### src/inc/rcs_pkg.sv
// Constants, offsets and codes shared by the receiver setting command block.
package rcs_pkg;

  // ==========================================================================
  // Register byte offsets on the AHB-Lite slave
  localparam logic [7:0] OFF_FRAME   = 8'h00;
  localparam logic [7:0] OFF_OPCODE  = 8'h04;
  localparam logic [7:0] OFF_ARG0    = 8'h08;
  localparam logic [7:0] OFF_ARG1    = 8'h0c;
  localparam logic [7:0] OFF_ARG2    = 8'h10;
  localparam logic [7:0] OFF_NAMEFLG = 8'h14;
  localparam logic [7:0] OFF_REPLY   = 8'h18;
  localparam logic [7:0] OFF_STATE   = 8'h1c;
  localparam logic [7:0] OFF_HOLD    = 8'h20;
  localparam logic [7:0] OFF_MANFREQ = 8'h24;
  localparam logic [7:0] OFF_PTSEL   = 8'h28;
  localparam logic [7:0] OFF_PTFREQ  = 8'h2c;
  localparam logic [7:0] OFF_PTLEVEL = 8'h30;

  // ==========================================================================
  // Frame delimiters
  localparam logic [7:0] CH_OPEN  = 8'h23;
  localparam logic [7:0] CH_CLOSE = 8'h2a;

  // ==========================================================================
  // Command codes
  localparam logic [3:0] OP_SET_SMART_MARGIN     = 4'h1;
  localparam logic [3:0] OP_WRITE_LIMIT_POINT    = 4'h2;
  localparam logic [3:0] OP_NAME_AND_ACTIVATE    = 4'h3;
  localparam logic [3:0] OP_SELECT_BAND_B_INPUT  = 4'h4;
  localparam logic [3:0] OP_SET_MANUAL_FREQUENCY = 4'h5;
  localparam logic [3:0] OP_ENTER_MANUAL_MODE    = 4'h6;
  localparam logic [3:0] OP_MANUAL_WITH_DEFAULTS = 4'h7;
  localparam logic [3:0] OP_SET_MANUAL_ATTEN     = 4'h8;
  localparam logic [3:0] OP_SET_MANUAL_HOLD      = 4'h9;
  localparam logic [3:0] OP_SET_RES_BANDWIDTH    = 4'ha;

  // ==========================================================================
  // Argument limits and defaults
  localparam int          MARGIN_MIN   = -20;
  localparam int          MARGIN_MAX   = 20;
  localparam int          LIMIT_IDX_MAX = 15;
  localparam int          INPUT_SEL_MAX = 2;
  localparam int          ATTEN_MAX_DB = 45;
  localparam int          RBW_IDX_MAX  = 10;
  localparam int          HOLD_MIN_MS  = 1;
  localparam int          HOLD_MAX_MS  = 30000;
  localparam logic [31:0] FREQ_MIN_HZ  = 32'h0000_2328;
  localparam logic [31:0] FREQ_MAX_HZ  = 32'hb2d0_5e00;
  localparam logic [3:0]  RBW_AUTO_IDX = 4'h0;
  localparam logic [5:0]  DEF_MIN_ATTEN_DB = 6'h0a;
  localparam logic [15:0] DEF_HOLD_MS  = 16'h03e8;
  localparam logic [1:0]  INPUT_COAX   = 2'h0;

endpackage : rcs_pkg

### src/inc/rcs_ifs.sv
// Interfaces between the bus slave, the interpreter core and the point memory.
`timescale 1ns/10ps

interface rcs_reg_if;
  logic        wr;
  logic [7:0]  wr_addr;
  logic [31:0] wdata;
  logic [7:0]  rd_addr;
  logic [31:0] rdata;
  modport slave (output wr, wr_addr, wdata, rd_addr, input rdata);
  modport core  (input wr, wr_addr, wdata, rd_addr, output rdata);
endinterface : rcs_reg_if

interface rcs_mem_if #(parameter int AW = 4, parameter int DW = 48);
  logic          we;
  logic [AW-1:0] waddr;
  logic [DW-1:0] wdata;
  logic [AW-1:0] raddr;
  logic [DW-1:0] rdata;
  modport user (output we, waddr, wdata, raddr, input rdata);
  modport mem  (input we, waddr, wdata, raddr, output rdata);
endinterface : rcs_mem_if

### src/rtl/rcs_limit_mem.sv
// Custom limit point table: one write port, one registered read port.
`timescale 1ns/10ps

module rcs_limit_mem #(
  parameter int AW = 4,
  parameter int DW = 48
) (
  input  wire logic clk,
  rcs_mem_if.mem    port
);

  logic [DW-1:0] mem_q [2**AW];
  logic [DW-1:0] rdata_q;

  // ==========================================================================
  // Storage. The array has no reset; validity is tracked by the point count.
  always_ff @(posedge clk) begin
    if (port.we) begin
      mem_q[port.waddr] <= port.wdata;
    end
    rdata_q <= mem_q[port.raddr];
  end

  assign port.rdata = rdata_q;

endmodule : rcs_limit_mem

### src/rtl/rcs_ahb_slave.sv
// AHB-Lite slave front end with zero wait states and registered read data.
`timescale 1ns/10ps

module rcs_ahb_slave
  import rcs_pkg::*;
(
  input  wire logic        clk,
  input  wire logic        nrst,
  input  wire logic        hsel,
  input  wire logic [31:0] haddr,
  input  wire logic [1:0]  htrans,
  input  wire logic        hwrite,
  input  wire logic [2:0]  hsize,
  input  wire logic [31:0] hwdata,
  input  wire logic        hready,
  output logic             hreadyout,
  output logic             hresp,
  output logic [31:0]      hrdata,
  rcs_reg_if.slave         regs
);

  typedef struct packed {
    logic        wpend;
    logic [7:0]  waddr;
    logic [31:0] rdata;
  } rcs_ahb_s;

  localparam rcs_ahb_s RST = '{wpend: 1'b0, waddr: 8'h00, rdata: 32'h0};

  rcs_ahb_s q;
  rcs_ahb_s d;
  logic     take;

  // ==========================================================================
  // Only whole-word transfers are decoded; others complete with no effect.
  always_comb begin
    take = hsel & hready & htrans[1] & (hsize == 3'h2);
    d = q;
    d.wpend = take & hwrite;
    if (take) begin
      d.waddr = {haddr[7:2], 2'h0};
    end
    // Read data is captured at the address phase so it stands in the data
    // phase straight from a flip-flop.
    d.rdata = (take & ~hwrite & (haddr[31:8] == 24'h0)) ? regs.rdata : 32'h0;
  end

  always_ff @(posedge clk) begin
    if (!nrst) begin
      q <= RST;
    end else begin
      q <= d;
    end
  end

  assign regs.rd_addr = {haddr[7:2], 2'h0};
  assign regs.wr      = q.wpend;
  assign regs.wr_addr = q.waddr;
  assign regs.wdata   = hwdata;
  assign hreadyout    = 1'b1;
  assign hresp        = 1'b0;
  assign hrdata       = q.rdata;

endmodule : rcs_ahb_slave

### src/rtl/rcs_core.sv
// Receiver setting command interpreter with its AHB-Lite register front end.
//
// Design decisions made here: register access over AHB-Lite and the register offsets.
`timescale 1ns/10ps

// How it works
// - Smart margin accepted only from -20 to 20, else rejected.
// - Accepted margin is the smart threshold in dB below the limit.
// - Limit point carries index 0..15, frequency in Hz and level.
// - Each point stores its level in dB microvolts with its frequency.
// - Writing a point discards all points with a higher index.
// - Limit point write answers accepted or command_rejected.
// - Band B input: 0 coaxial, 1 network L1, 2 network L2.
// - Input argument above 2 is rejected and input stays unchanged.
// - Valid manual frequency is stored, enters manual mode, answers OK.
// - Enter manual mode always succeeds and answers OK.
// - Manual defaults: auto bandwidth, auto atten, 10 dB minimum, etc.
// - Manual defaults command is never refused.
// - Attenuator 0..45 dB sets value, disables auto, enters manual.
// - Negative attenuator argument turns automatic attenuation on.
// - Attenuator command answers OK when granted, rejected otherwise.
// - Hold time in ms stored, enters manual mode, answers OK or rejected.
// - Bandwidth index 1..10 selects fixed bandwidth, disables auto.
// - Bandwidth index 0 returns to automatic; answers OK or rejected.
// - Naming without a name deactivates every active limit.
// - Naming checks stored points for coherence before activating.
module rcs_core
  import rcs_pkg::*;
#(
  parameter int PT_AW = 4
) (
  input  wire logic        clk,
  input  wire logic        nrst,
  input  wire logic        hsel,
  input  wire logic [31:0] haddr,
  input  wire logic [1:0]  htrans,
  input  wire logic        hwrite,
  input  wire logic [2:0]  hsize,
  input  wire logic [31:0] hwdata,
  input  wire logic        hready,
  output logic             hreadyout,
  output logic             hresp,
  output logic [31:0]      hrdata,
  output logic             busy,
  output logic             manual_mode,
  output logic [1:0]       input_select,
  output logic [31:0]      manual_freq_hz,
  output logic [5:0]       atten_db,
  output logic             auto_atten,
  output logic [5:0]       minimum_attenuation,
  output logic             preselector_on,
  output logic             preamp_on,
  output logic             pulse_limiter_on,
  output logic [15:0]      hold_time_ms,
  output logic [3:0]       rbw_index,
  output logic             auto_rbw,
  output logic             limit_active,
  output logic [7:0]       smart_margin_db
);

  localparam int PTW = 48;

  typedef enum logic [3:0] {
    ST_IDLE = 4'b0001,
    ST_EXEC = 4'b0010,
    ST_RD   = 4'b0100,
    ST_CHK  = 4'b1000
  } rcs_state_e;

  typedef struct packed {
    rcs_state_e  st;
    logic        frame_open;
    logic [3:0]  opcode;
    logic [31:0] arg0;
    logic [31:0] arg1;
    logic [15:0] arg2;
    logic        name_flag;
    logic [3:0]  rep_op;
    logic        rep_ok;
    logic        rep_valid;
    logic [7:0]  margin;
    logic [4:0]  npts;
    logic        active;
    logic [1:0]  insel;
    logic [31:0] man_freq;
    logic        manual;
    logic [5:0]  att;
    logic        auto_att;
    logic [5:0]  min_att;
    logic        presel;
    logic        preamp;
    logic        pulse_lim;
    logic [15:0] hold;
    logic [3:0]  rbw;
    logic        auto_rbw;
    logic [3:0]  walk;
    logic [31:0] prev_freq;
    logic [3:0]  ptsel;
  } rcs_core_s;

  localparam rcs_core_s RST = '{
    st: ST_IDLE, frame_open: 1'b0, opcode: 4'h0, arg0: 32'h0,
    arg1: 32'h0, arg2: 16'h0, name_flag: 1'b0, rep_op: 4'h0,
    rep_ok: 1'b0, rep_valid: 1'b0, margin: 8'h00, npts: 5'h00,
    active: 1'b0, insel: INPUT_COAX, man_freq: FREQ_MIN_HZ,
    manual: 1'b0, att: DEF_MIN_ATTEN_DB, auto_att: 1'b1,
    min_att: DEF_MIN_ATTEN_DB, presel: 1'b1, preamp: 1'b0,
    pulse_lim: 1'b0, hold: DEF_HOLD_MS, rbw: RBW_AUTO_IDX,
    auto_rbw: 1'b1, walk: 4'h0, prev_freq: 32'h0, ptsel: 4'h0};

  rcs_core_s q;
  rcs_core_s d;

  rcs_reg_if regs ();
  rcs_mem_if #(.AW(PT_AW), .DW(PTW)) pts ();

  // ==========================================================================
  // Helpers
  function automatic logic in_range(input logic [31:0] v,
                                    input int lo,
                                    input int hi);
    in_range = ($signed(v) >= lo) && ($signed(v) <= hi);
  endfunction : in_range

  function automatic logic [31:0] point_freq(input logic [PTW-1:0] p);
    point_freq = p[PTW-1:16];
  endfunction : point_freq

  // ==========================================================================
  // Submodules
  rcs_ahb_slave u_bus (
    .clk       (clk),
    .nrst      (nrst),
    .hsel      (hsel),
    .haddr     (haddr),
    .htrans    (htrans),
    .hwrite    (hwrite),
    .hsize     (hsize),
    .hwdata    (hwdata),
    .hready    (hready),
    .hreadyout (hreadyout),
    .hresp     (hresp),
    .hrdata    (hrdata),
    .regs      (regs.slave)
  );

  rcs_limit_mem #(.AW(PT_AW), .DW(PTW)) u_mem (
    .clk  (clk),
    .port (pts.mem)
  );

  // ==========================================================================
  // Register read view
  always_comb begin
    case (regs.rd_addr)
      OFF_FRAME:   regs.rdata = {31'h0, q.frame_open};
      OFF_OPCODE:  regs.rdata = {28'h0, q.opcode};
      OFF_ARG0:    regs.rdata = q.arg0;
      OFF_ARG1:    regs.rdata = q.arg1;
      OFF_ARG2:    regs.rdata = {16'h0, q.arg2};
      OFF_NAMEFLG: regs.rdata = {31'h0, q.name_flag};
      OFF_REPLY:   regs.rdata = {20'h0, (q.st != ST_IDLE), q.rep_valid,
                                 q.rep_ok, 5'h00, q.rep_op};
      OFF_STATE:   regs.rdata = {q.margin, q.npts, q.active, q.insel,
                                 q.manual, q.auto_att, q.att, q.presel,
                                 q.preamp, q.pulse_lim, q.auto_rbw, q.rbw};
      OFF_HOLD:    regs.rdata = {10'h000, q.min_att, q.hold};
      OFF_MANFREQ: regs.rdata = q.man_freq;
      OFF_PTSEL:   regs.rdata = {28'h0, q.ptsel};
      OFF_PTFREQ:  regs.rdata = point_freq(pts.rdata);
      OFF_PTLEVEL: regs.rdata = {{16{pts.rdata[15]}}, pts.rdata[15:0]};
      default:     regs.rdata = 32'h0;
    endcase
  end

  // ==========================================================================
  // Interpreter
  always_comb begin
    logic        ok;
    logic        fin;
    logic [31:0] freq;
    ok   = 1'b0;
    fin  = 1'b0;
    freq = point_freq(pts.rdata);
    d    = q;
    pts.we    = 1'b0;
    pts.waddr = q.arg0[PT_AW-1:0];
    pts.wdata = {q.arg1, q.arg2};
    // The single read port is shared: the coherence walk owns it while
    // busy, otherwise software browses the table through the point select.
    pts.raddr = (q.st == ST_IDLE) ? q.ptsel : q.walk;

    // Argument registers only load inside an open frame, so a stray write
    // between frames cannot alter the next command.
    if (regs.wr) begin
      case (regs.wr_addr)
        OFF_FRAME: begin
          if (q.st == ST_IDLE) begin
            if (regs.wdata[7:0] == CH_OPEN) begin
              d.frame_open = 1'b1;
              d.rep_valid  = 1'b0;
              d.opcode     = 4'h0;
              d.name_flag  = 1'b0;
            end else if (regs.wdata[7:0] == CH_CLOSE && q.frame_open) begin
              d.frame_open = 1'b0;
              d.st         = ST_EXEC;
            end
          end
        end
        OFF_OPCODE:  if (q.frame_open) d.opcode = regs.wdata[3:0];
        OFF_ARG0:    if (q.frame_open) d.arg0 = regs.wdata;
        OFF_ARG1:    if (q.frame_open) d.arg1 = regs.wdata;
        OFF_ARG2:    if (q.frame_open) d.arg2 = regs.wdata[15:0];
        OFF_NAMEFLG: if (q.frame_open) d.name_flag = regs.wdata[0];
        OFF_PTSEL:   d.ptsel = regs.wdata[3:0];
        default: ;
      endcase
    end

    case (q.st)
      ST_IDLE: ;
      ST_EXEC: begin
        fin = 1'b1;
        case (q.opcode)
          OP_SET_SMART_MARGIN: begin
            if (in_range(q.arg0, MARGIN_MIN, MARGIN_MAX)) begin
              d.margin = q.arg0[7:0];
              ok = 1'b1;
            end
          end
          OP_WRITE_LIMIT_POINT: begin
            if (in_range(q.arg0, 0, LIMIT_IDX_MAX)) begin
              pts.we = 1'b1;
              d.npts = 5'(q.arg0[PT_AW-1:0]) + 5'h01;
              // Editing the table takes the old limit out of service
              // until it is named again.
              d.active = 1'b0;
              ok = 1'b1;
            end
          end
          OP_NAME_AND_ACTIVATE: begin
            if (!q.name_flag) begin
              d.active = 1'b0;
              ok = 1'b1;
            end else if (q.npts != 5'h00) begin
              fin = 1'b0;
              d.walk = 4'h0;
              d.st = ST_RD;
            end
          end
          OP_SELECT_BAND_B_INPUT: begin
            if (in_range(q.arg0, 0, INPUT_SEL_MAX)) begin
              d.insel = q.arg0[1:0];
              ok = 1'b1;
            end
          end
          OP_SET_MANUAL_FREQUENCY: begin
            if (q.arg1 >= FREQ_MIN_HZ && q.arg1 <= FREQ_MAX_HZ) begin
              d.man_freq = q.arg1;
              d.manual = 1'b1;
              ok = 1'b1;
            end
          end
          OP_ENTER_MANUAL_MODE: begin
            d.manual = 1'b1;
            ok = 1'b1;
          end
          OP_MANUAL_WITH_DEFAULTS: begin
            d.manual    = 1'b1;
            d.auto_rbw  = 1'b1;
            d.auto_att  = 1'b1;
            d.min_att   = DEF_MIN_ATTEN_DB;
            d.presel    = 1'b1;
            d.preamp    = 1'b0;
            d.hold      = DEF_HOLD_MS;
            d.pulse_lim = 1'b0;
            ok = 1'b1;
          end
          OP_SET_MANUAL_ATTEN: begin
            if ($signed(q.arg0) < 0) begin
              d.auto_att = 1'b1;
              d.manual = 1'b1;
              ok = 1'b1;
            end else if (in_range(q.arg0, 0, ATTEN_MAX_DB)) begin
              d.att = q.arg0[5:0];
              d.auto_att = 1'b0;
              d.manual = 1'b1;
              ok = 1'b1;
            end
          end
          OP_SET_MANUAL_HOLD: begin
            if (in_range(q.arg0, HOLD_MIN_MS, HOLD_MAX_MS)) begin
              d.hold = q.arg0[15:0];
              d.manual = 1'b1;
              ok = 1'b1;
            end
          end
          OP_SET_RES_BANDWIDTH: begin
            if (q.arg0 == 32'h0) begin
              d.auto_rbw = 1'b1;
              ok = 1'b1;
            end else if (in_range(q.arg0, 1, RBW_IDX_MAX)) begin
              d.rbw = q.arg0[3:0];
              d.auto_rbw = 1'b0;
              ok = 1'b1;
            end
          end
          default: ;
        endcase
      end
      ST_RD: d.st = ST_CHK;
      ST_CHK: begin
        // Frequencies must never fall from one point to the next.
        if (q.walk != 4'h0 && freq < q.prev_freq) begin
          fin = 1'b1;
        end else if (5'(q.walk) == q.npts - 5'h01) begin
          fin = 1'b1;
          ok = 1'b1;
          d.active = 1'b1;
        end else begin
          d.walk = q.walk + 4'h1;
          d.prev_freq = freq;
          d.st = ST_RD;
        end
      end
      default: d.st = ST_IDLE;
    endcase

    if (fin) begin
      d.rep_op    = q.opcode;
      d.rep_ok    = ok;
      d.rep_valid = 1'b1;
      d.st        = ST_IDLE;
    end
  end

  always_ff @(posedge clk) begin
    if (!nrst) begin
      q <= RST;
    end else begin
      q <= d;
    end
  end

  // ==========================================================================
  // Receiver controls
  assign busy                = (q.st != ST_IDLE);
  assign manual_mode         = q.manual;
  assign input_select        = q.insel;
  assign manual_freq_hz      = q.man_freq;
  assign atten_db            = q.att;
  assign auto_atten          = q.auto_att;
  assign minimum_attenuation = q.min_att;
  assign preselector_on      = q.presel;
  assign preamp_on           = q.preamp;
  assign pulse_limiter_on    = q.pulse_lim;
  assign hold_time_ms        = q.hold;
  assign rbw_index           = q.rbw;
  assign auto_rbw            = q.auto_rbw;
  assign limit_active        = q.active;
  assign smart_margin_db     = q.margin;

endmodule : rcs_core

### config.mk
export PLATFORM = sky130hd
export DESIGN_NAME = rcs_core
export DESIGN_NICKNAME = d
export VERILOG_FILES = /design/src/inc/rcs_pkg.sv /design/src/inc/rcs_ifs.sv /design/src/rtl/rcs_limit_mem.sv /design/src/rtl/rcs_ahb_slave.sv /design/src/rtl/rcs_core.sv
export SDC_FILE = /design/constraint.sdc
export NUM_CORES = 2
export LEC_CHECK = 0
export BUFFER_PORTS_ARGS = -buffer_cell sky130_fd_sc_hd__buf_2
export CAP_MARGIN = 20
export CORE_MARGIN = 4
export CORE_UTILIZATION = 41
export DETAILED_ROUTE_END_ITERATION = 10
export PLACE_DENSITY = 0.61
export SETUP_SLACK_MARGIN = 0.5
export SYNTH_ARGS = -nofsm -noshare
export SYNTH_HDL_FRONTEND = slang
export SYNTH_SLANG_ARGS = --single-unit
### constraint.sdc
create_clock -name clk -period 5.92 [get_ports clk]
set_input_delay 0.296 -clock clk [delete_from_list [all_inputs] [get_ports clk]]
set_output_delay 0.296 -clock clk [all_outputs]
set_load 0.01 [all_outputs]
* Word level (Yosys, flattened, before mapping)
Memory sizes are Yosys's and may differ from the RTL's. A register that Yosys moved wholly into a read port is not among the register bits.
Index checks and enable logic that the tools add are counted.
** Cells by class
- $add $sub $neg :: 3
- Order comparisons :: 13
- Mux-type cells :: 77
- Bitwise gates (word level) :: 12
- Eq/ne operators :: 54
- Reduce and logical (&&, ||, !) cells :: 51
** Operator list (number)
- $pmux 32 s13 :: 1
- $mux 32 :: 4
- $mux 90 :: 1
- $mux 36 :: 2
- $le 32x5->1 const B :: 2
- $mux 16 :: 3
- $mux 4 :: 12
- $mux 1 :: 37
- $eq 6x3->1 const B :: 6
- $eq 6x4->1 const B :: 6
- $reduce_and 3->1 :: 11
- $ge 32x1->1 const B :: 1
- $ge 32x14->1 const B :: 1
- $ge 32x2->1 const B :: 1
- $ge 32x6->1 const B :: 1
- $le 32x16->1 const B :: 1
- $le 32x3->1 const B :: 1
- $le 32x32->1 const B :: 1
- $le 32x6->1 const B :: 1
- $le 32x7->1 const B :: 1
- $logic_not 32->1 :: 1
- $lt 32x1->1 const B :: 1
- $lt 32x32->1 :: 1
- $pmux 16 s2 :: 1
- 38 further kinds :: 112
** Word-level totals
- RAM bits :: 768
- Input bits :: 74
- Memories :: 1
- Register bits :: 252
- Logic and storage cells :: 238
- Output and inout bits :: 116
** Memory list
- u_mem.mem_q :: words 16, bits a word 48, rd ports 1, clocked after memory_dff 1, write ports 1, line rcs_limit_mem.sv:12 : logic [DW-1:0] mem_q [2**AW];

* Logic depth before layout (Yosys ltp)
- Depth after elaboration :: 11
- Depth in mapped cells :: 11
- Mapped depth without buffers :: 9

* Modules after synthesis
Synthesis repeated with hierarchy kept, for this count alone.
** Unflattened totals
- Cells, all modules :: 2845
- Area, all modules :: 43055.0 um^2
** By module, submodules not included
- rcs_limit_mem :: instances 1, cells each 1242, seq. area each 24023.0 um^2, area an instance 29691.0 um^2
- rcs_core :: instances 1, cells each 1409, seq. area each 4264.1 um^2, area an instance 11432.2 um^2
- rcs_ahb_slave :: instances 1, cells each 194, seq. area each 780.7 um^2, area an instance 1931.9 um^2

* Least setup slack after synthesis
Ideal clock, no wire load.
- Path type :: register to register
- From :: reg q[199] in the netlist's numbering
- To :: mem u_mem.mem_q[6][0], enable pin
- Data arrival time :: 3.956 ns
- Period minus slack after synthesis :: 4.410 ns
- Library setup time :: 0.454 ns
- Setup slack :: 1.510 ns
- Stages on the path, launching flop included :: 8
- Buffers on the path :: 1
- Required time :: 5.466 ns
- Cells stage by stage :: dfxtp_1 > or4_4 > nand4b_4 > nor3_1 > and3_1 > clkbuf_1 > nand2_1 > nor2_1
** On the way
- Cells in the longest elaborated chain, start to end :: 7
- Elaborated cells on any way between the ends :: 8
- Classes of those cells :: 2 x order compare; 5 x mux; 1 x reduce/logical
** RTL lines
- start: declaration :: line rcs_core.sv:111 : rcs_core_s q;
- start signal: assignment :: line rcs_core.sv:339 : q <= RST;
- start signal: assignment :: line rcs_core.sv:341 : q <= d;
- $ge 32x1->1 or $le 32x5->1 (tied branches) :: line rcs_core.sv:122 : in_range = ($signed(v) >= lo) && ($signed(v) <= hi);
- $logic_and 1x1->1 * :: line rcs_core.sv:122
- $mux 1 * :: line rcs_core.sv:232 : if (in_range(q.arg0, 0, LIMIT_IDX_MAX)) begin
- $mux 1 * :: line rcs_core.sv:224 : case (q.opcode)
- $mux 1 * :: line rcs_core.sv:220 : case (q.st)
- $mux 1 * :: line rcs_limit_mem.sv:18 : if (port.we) begin
- $mux 1 (implied by the code) * :: line rcs_limit_mem.sv:19 : mem_q[port.waddr] <= port.wdata;
- end: declaration :: line rcs_limit_mem.sv:12
Mark *: on every way between the ends. The rest lies on a longest branch, timed or not.

* Worst setup path after layout
- From :: reg q[212] in the netlist's numbering
- To :: mem u_mem.mem_q[13][7], enable pin
Same word-level chain as after synthesis.

==> out/metrics.cfg <==
[logic_synthesis]
synth_area_um2 = 42800
avgSynthCellArea_um2 = 14.8
ys_ff_latch = 1068
synth_warnings = 0
synth_edf_count = 768
synth-main-ff-cell = edfxtp_1
synth_area_leaders = edfxtp_1 (54%), dfxtp_1 (14%), mux4_2 (10%)
synthArstFlopShare_pct = 0
synth.yosys.seq_area_share_pct = 67.9
synthTopCellsByCount = edfxtp_1 (768), dfxtp_1 (300), nand2_1 (288), mux4_2 (193), a21oi_1 (173)
netlist_instances = 2885
yosysMostFrequentCell = edfxtp_1
yosys.area.top_type = edfxtp_1
synth_cell_types = 70
synth_top_cell_area_share_pct = 53.8

[clocking]
cts_tree = done
clockBufferDepth = 3
clkSlewWorstSetupHoldPaths_ns = 0.06
clock_latency_ns = 0.68
clockRootBuffer = clkbuf_16
htreeDepth = 3
post_cts_buffers = 0
cts.sinks = 1068
cts_buffers = 103

[setup_path]
r2r_end = u_mem.mem_q[13][7]
end_kind = flip-flop
critPathKind = reg -> reg
r2r_slack_ns = 1.62
worstSetupStartpointType = flip-flop
r2r_start = q[212]
crit_fanout = 18
reg2reg_depth = 7
cp.arrival_ns = 4.61
crit_start = q[212]
crit_path_end = u_mem.mem_q[13][7]
cp.required_ns = 6.23

[global_routing]
antenna_found_initial = 7
grt_pass1_wl_um = 180000
grt_overflow_total = 0
grt_use_total_pct = 21.9
grt_start_max_net_pins = 105
grt_pass1_vias = 26100

[floorplan]
die_h_um = 331
start_util_pct = 41.3
std_cell_rows = 118
fp.dieArea_um2 = 110000
chipWidth_um = 331
core_area_um2 = 104000
io_pins = 190

[sta]
fin_hold_ws_ns = 0.186
finClkSkew_ns = 0.0291
hold_violations = 0
fmax_mhz = 233
min_period_ns = 4.30
finalSetupViolCount = 0
drv_slew = 0
rsz0062_at_grt = false
final.setup.tns_ns = 0
relSlewSlack_pct = 25.2
period_share_pct = 72.6
worstMarginPinSlew_ns = 1.11

[place]
gp_congestion = 0.917
numPortBuffers = 175
dp_hpwl_um = 75200

[finish]
area_growth_pct = 14.0
drive_gt1_share_pct = 20.8
final_net_count = 3130
final_util_pct = 47.1

[routing]
drc = 0
routed_wl_um = 124000
drtIter0Drc = 3527
vias = 26800
final_antenna_net_count = 0
routedWlPerCell_um = 27.5
via_per_inst = 5.97
dr.pass1.iters = 8

[job]
cap_viol_max_count = 0

[power]
p_leak_uw = 0.0167
power.total_uw = 14600
power_density_nw_per_um2 = 299
ir_worst_vdd_v = 0.000240

[worst_hold_path]
hold_start = nrst
min_path_type = in -> reg

[outcome]
outcome = finished, final reports clean

## power by group
part,switching [µW],total (µW),internal (µW)
logic,97.6,148,50.0
clock network,2800,6550,3750
registers,0.386,7910,7910
## worst min-delay path by stage
stage / slack (ns) / cells after the start / to
after CTS: 0.12 / 2 / atten_db[1]
after detailed placement: 0.46 / 2 / q[130]
after global routing: 0.14 / 2 / atten_db[1]
after global placement: 0.45 / 2 / q[131]
after floorplan: 0.43 / 2 / q[196]
final: 0.19 / 2 / atten_db[1]
## layout make-up
| type | instances | area, µm² |
|---|---|---|
| Fill cell | 8874 | 54800 |
| Sequential cell | 1068 | 29100 |
| Multi-Input combinational cell | 1519 | 12500 |
| Clock buffer | 147 | 2960 |
| Timing Repair Buffer | 277 | 1910 |
| Tap cell | 1380 | 1730 |
| Clock inverter | 48 | 435 |
| Inverter | 47 | 181 |
| Antenna cell | 2 | 5.00 |
## sequential cells by signal, summed over array words and instances, names as in the netlist
register / cells
u_mem.mem_q: 768
q: 89
pts.wdata: 48
u_mem.port.rdata: 48
manual_freq_hz: 32
u_bus.hrdata: 32
hold_time_ms: 16
smart_margin_db: 8
atten_db: 6
u_bus.regs.wr_addr: 6
pts.waddr: 4
rbw_index: 4
input_select: 2
auto_atten: 1
auto_rbw: 1
limit_active: 1
manual_mode: 1
u_bus.regs.wr: 1
## cells in the final DEF (no fill, tap or decap), types with 13 or more instances in the layout
cell type,instances
nor2_1,130
nor3_1,20
clkinv_1,15
nor2_4,17
buf_12,13
edfxtp_1,768
mux4_2,193
a221oi_1,31
clkbuf_16,108
inv_1,46
nand3_1,51
ha_1,40
mux2i_1,88
clkinv_2,20
buf_4,50
dlygate4sd3_1,37
a31oi_1,52
nand4_1,20
nor4_1,18
a211oi_1,56
a222oi_1,21
nand2_1,288
buf_2,175
clkbuf_1,25
and2_1,55
a21oi_1,170
a22oi_1,24
dfxtp_1,300
o21ai_0,68
## layer usage
| layer | vias up | track usage [%] | share of wire [%] |
|---|---|---|---|
| li1 | 11300 | - | - |
| met1 | 13800 | 31.9 | 42 |
| met2 | 1476 | 32.9 | 45 |
| met3 | 272 | 4.22 | 9.4 |
| met4 | 0 | 7.71 | 4.0 |
| met5 | - | 0 | 0 |
## worst max-delay path: stages (launching register included)
cell	delay [ns]
dfxtp_1	0.48
nor4_1	0.35
nand4_1	0.45
nor3_1	0.38
and3_1	0.47
nand2_1	0.37
nor2_4	0.84
buf_4	0.54
## stage by stage
stage          std cells  worst slack (ns)  instance area [µm²]
5_1_grt             4486              1.39                48800
4_1_cts             4482              1.60                48800
6_report            4488              1.62                48800
3_3_place_gp        4250              1.71                45000
3_5_place_dp        4250              1.64                45000
2_1_floorplan       2894              1.51                42900
## cells by family (layout without fill, tap and decap cells)
kind of cell / count (synthesis) / count (layout) / share of synthesized area [%]
xor gates and xnor gates: 10 / 10 / 0.205
AOI/OAI and AO/OA: 484 / 484 / 7.27
buffers and inverters: 307 / 519 / 3.52
DFF: 1068 / 1068 / 67.9
adders and majority gates: 40 / 40 / 1.17
other: 2 / 13 / 0.0175
and+or+nand+nor: 678 / 678 / 7.36
muxes: 296 / 296 / 12.6
## timing repair
| action | 4_1_cts | 5_1_grt |
|---|---|---|
| endpoints found under the hold margin | 81 | 0 |
| gates resized for setup | 0 | 0 |
| hold buffers | 37 | 0 |
No activity file was read; power rests on OpenSTA's default activity.
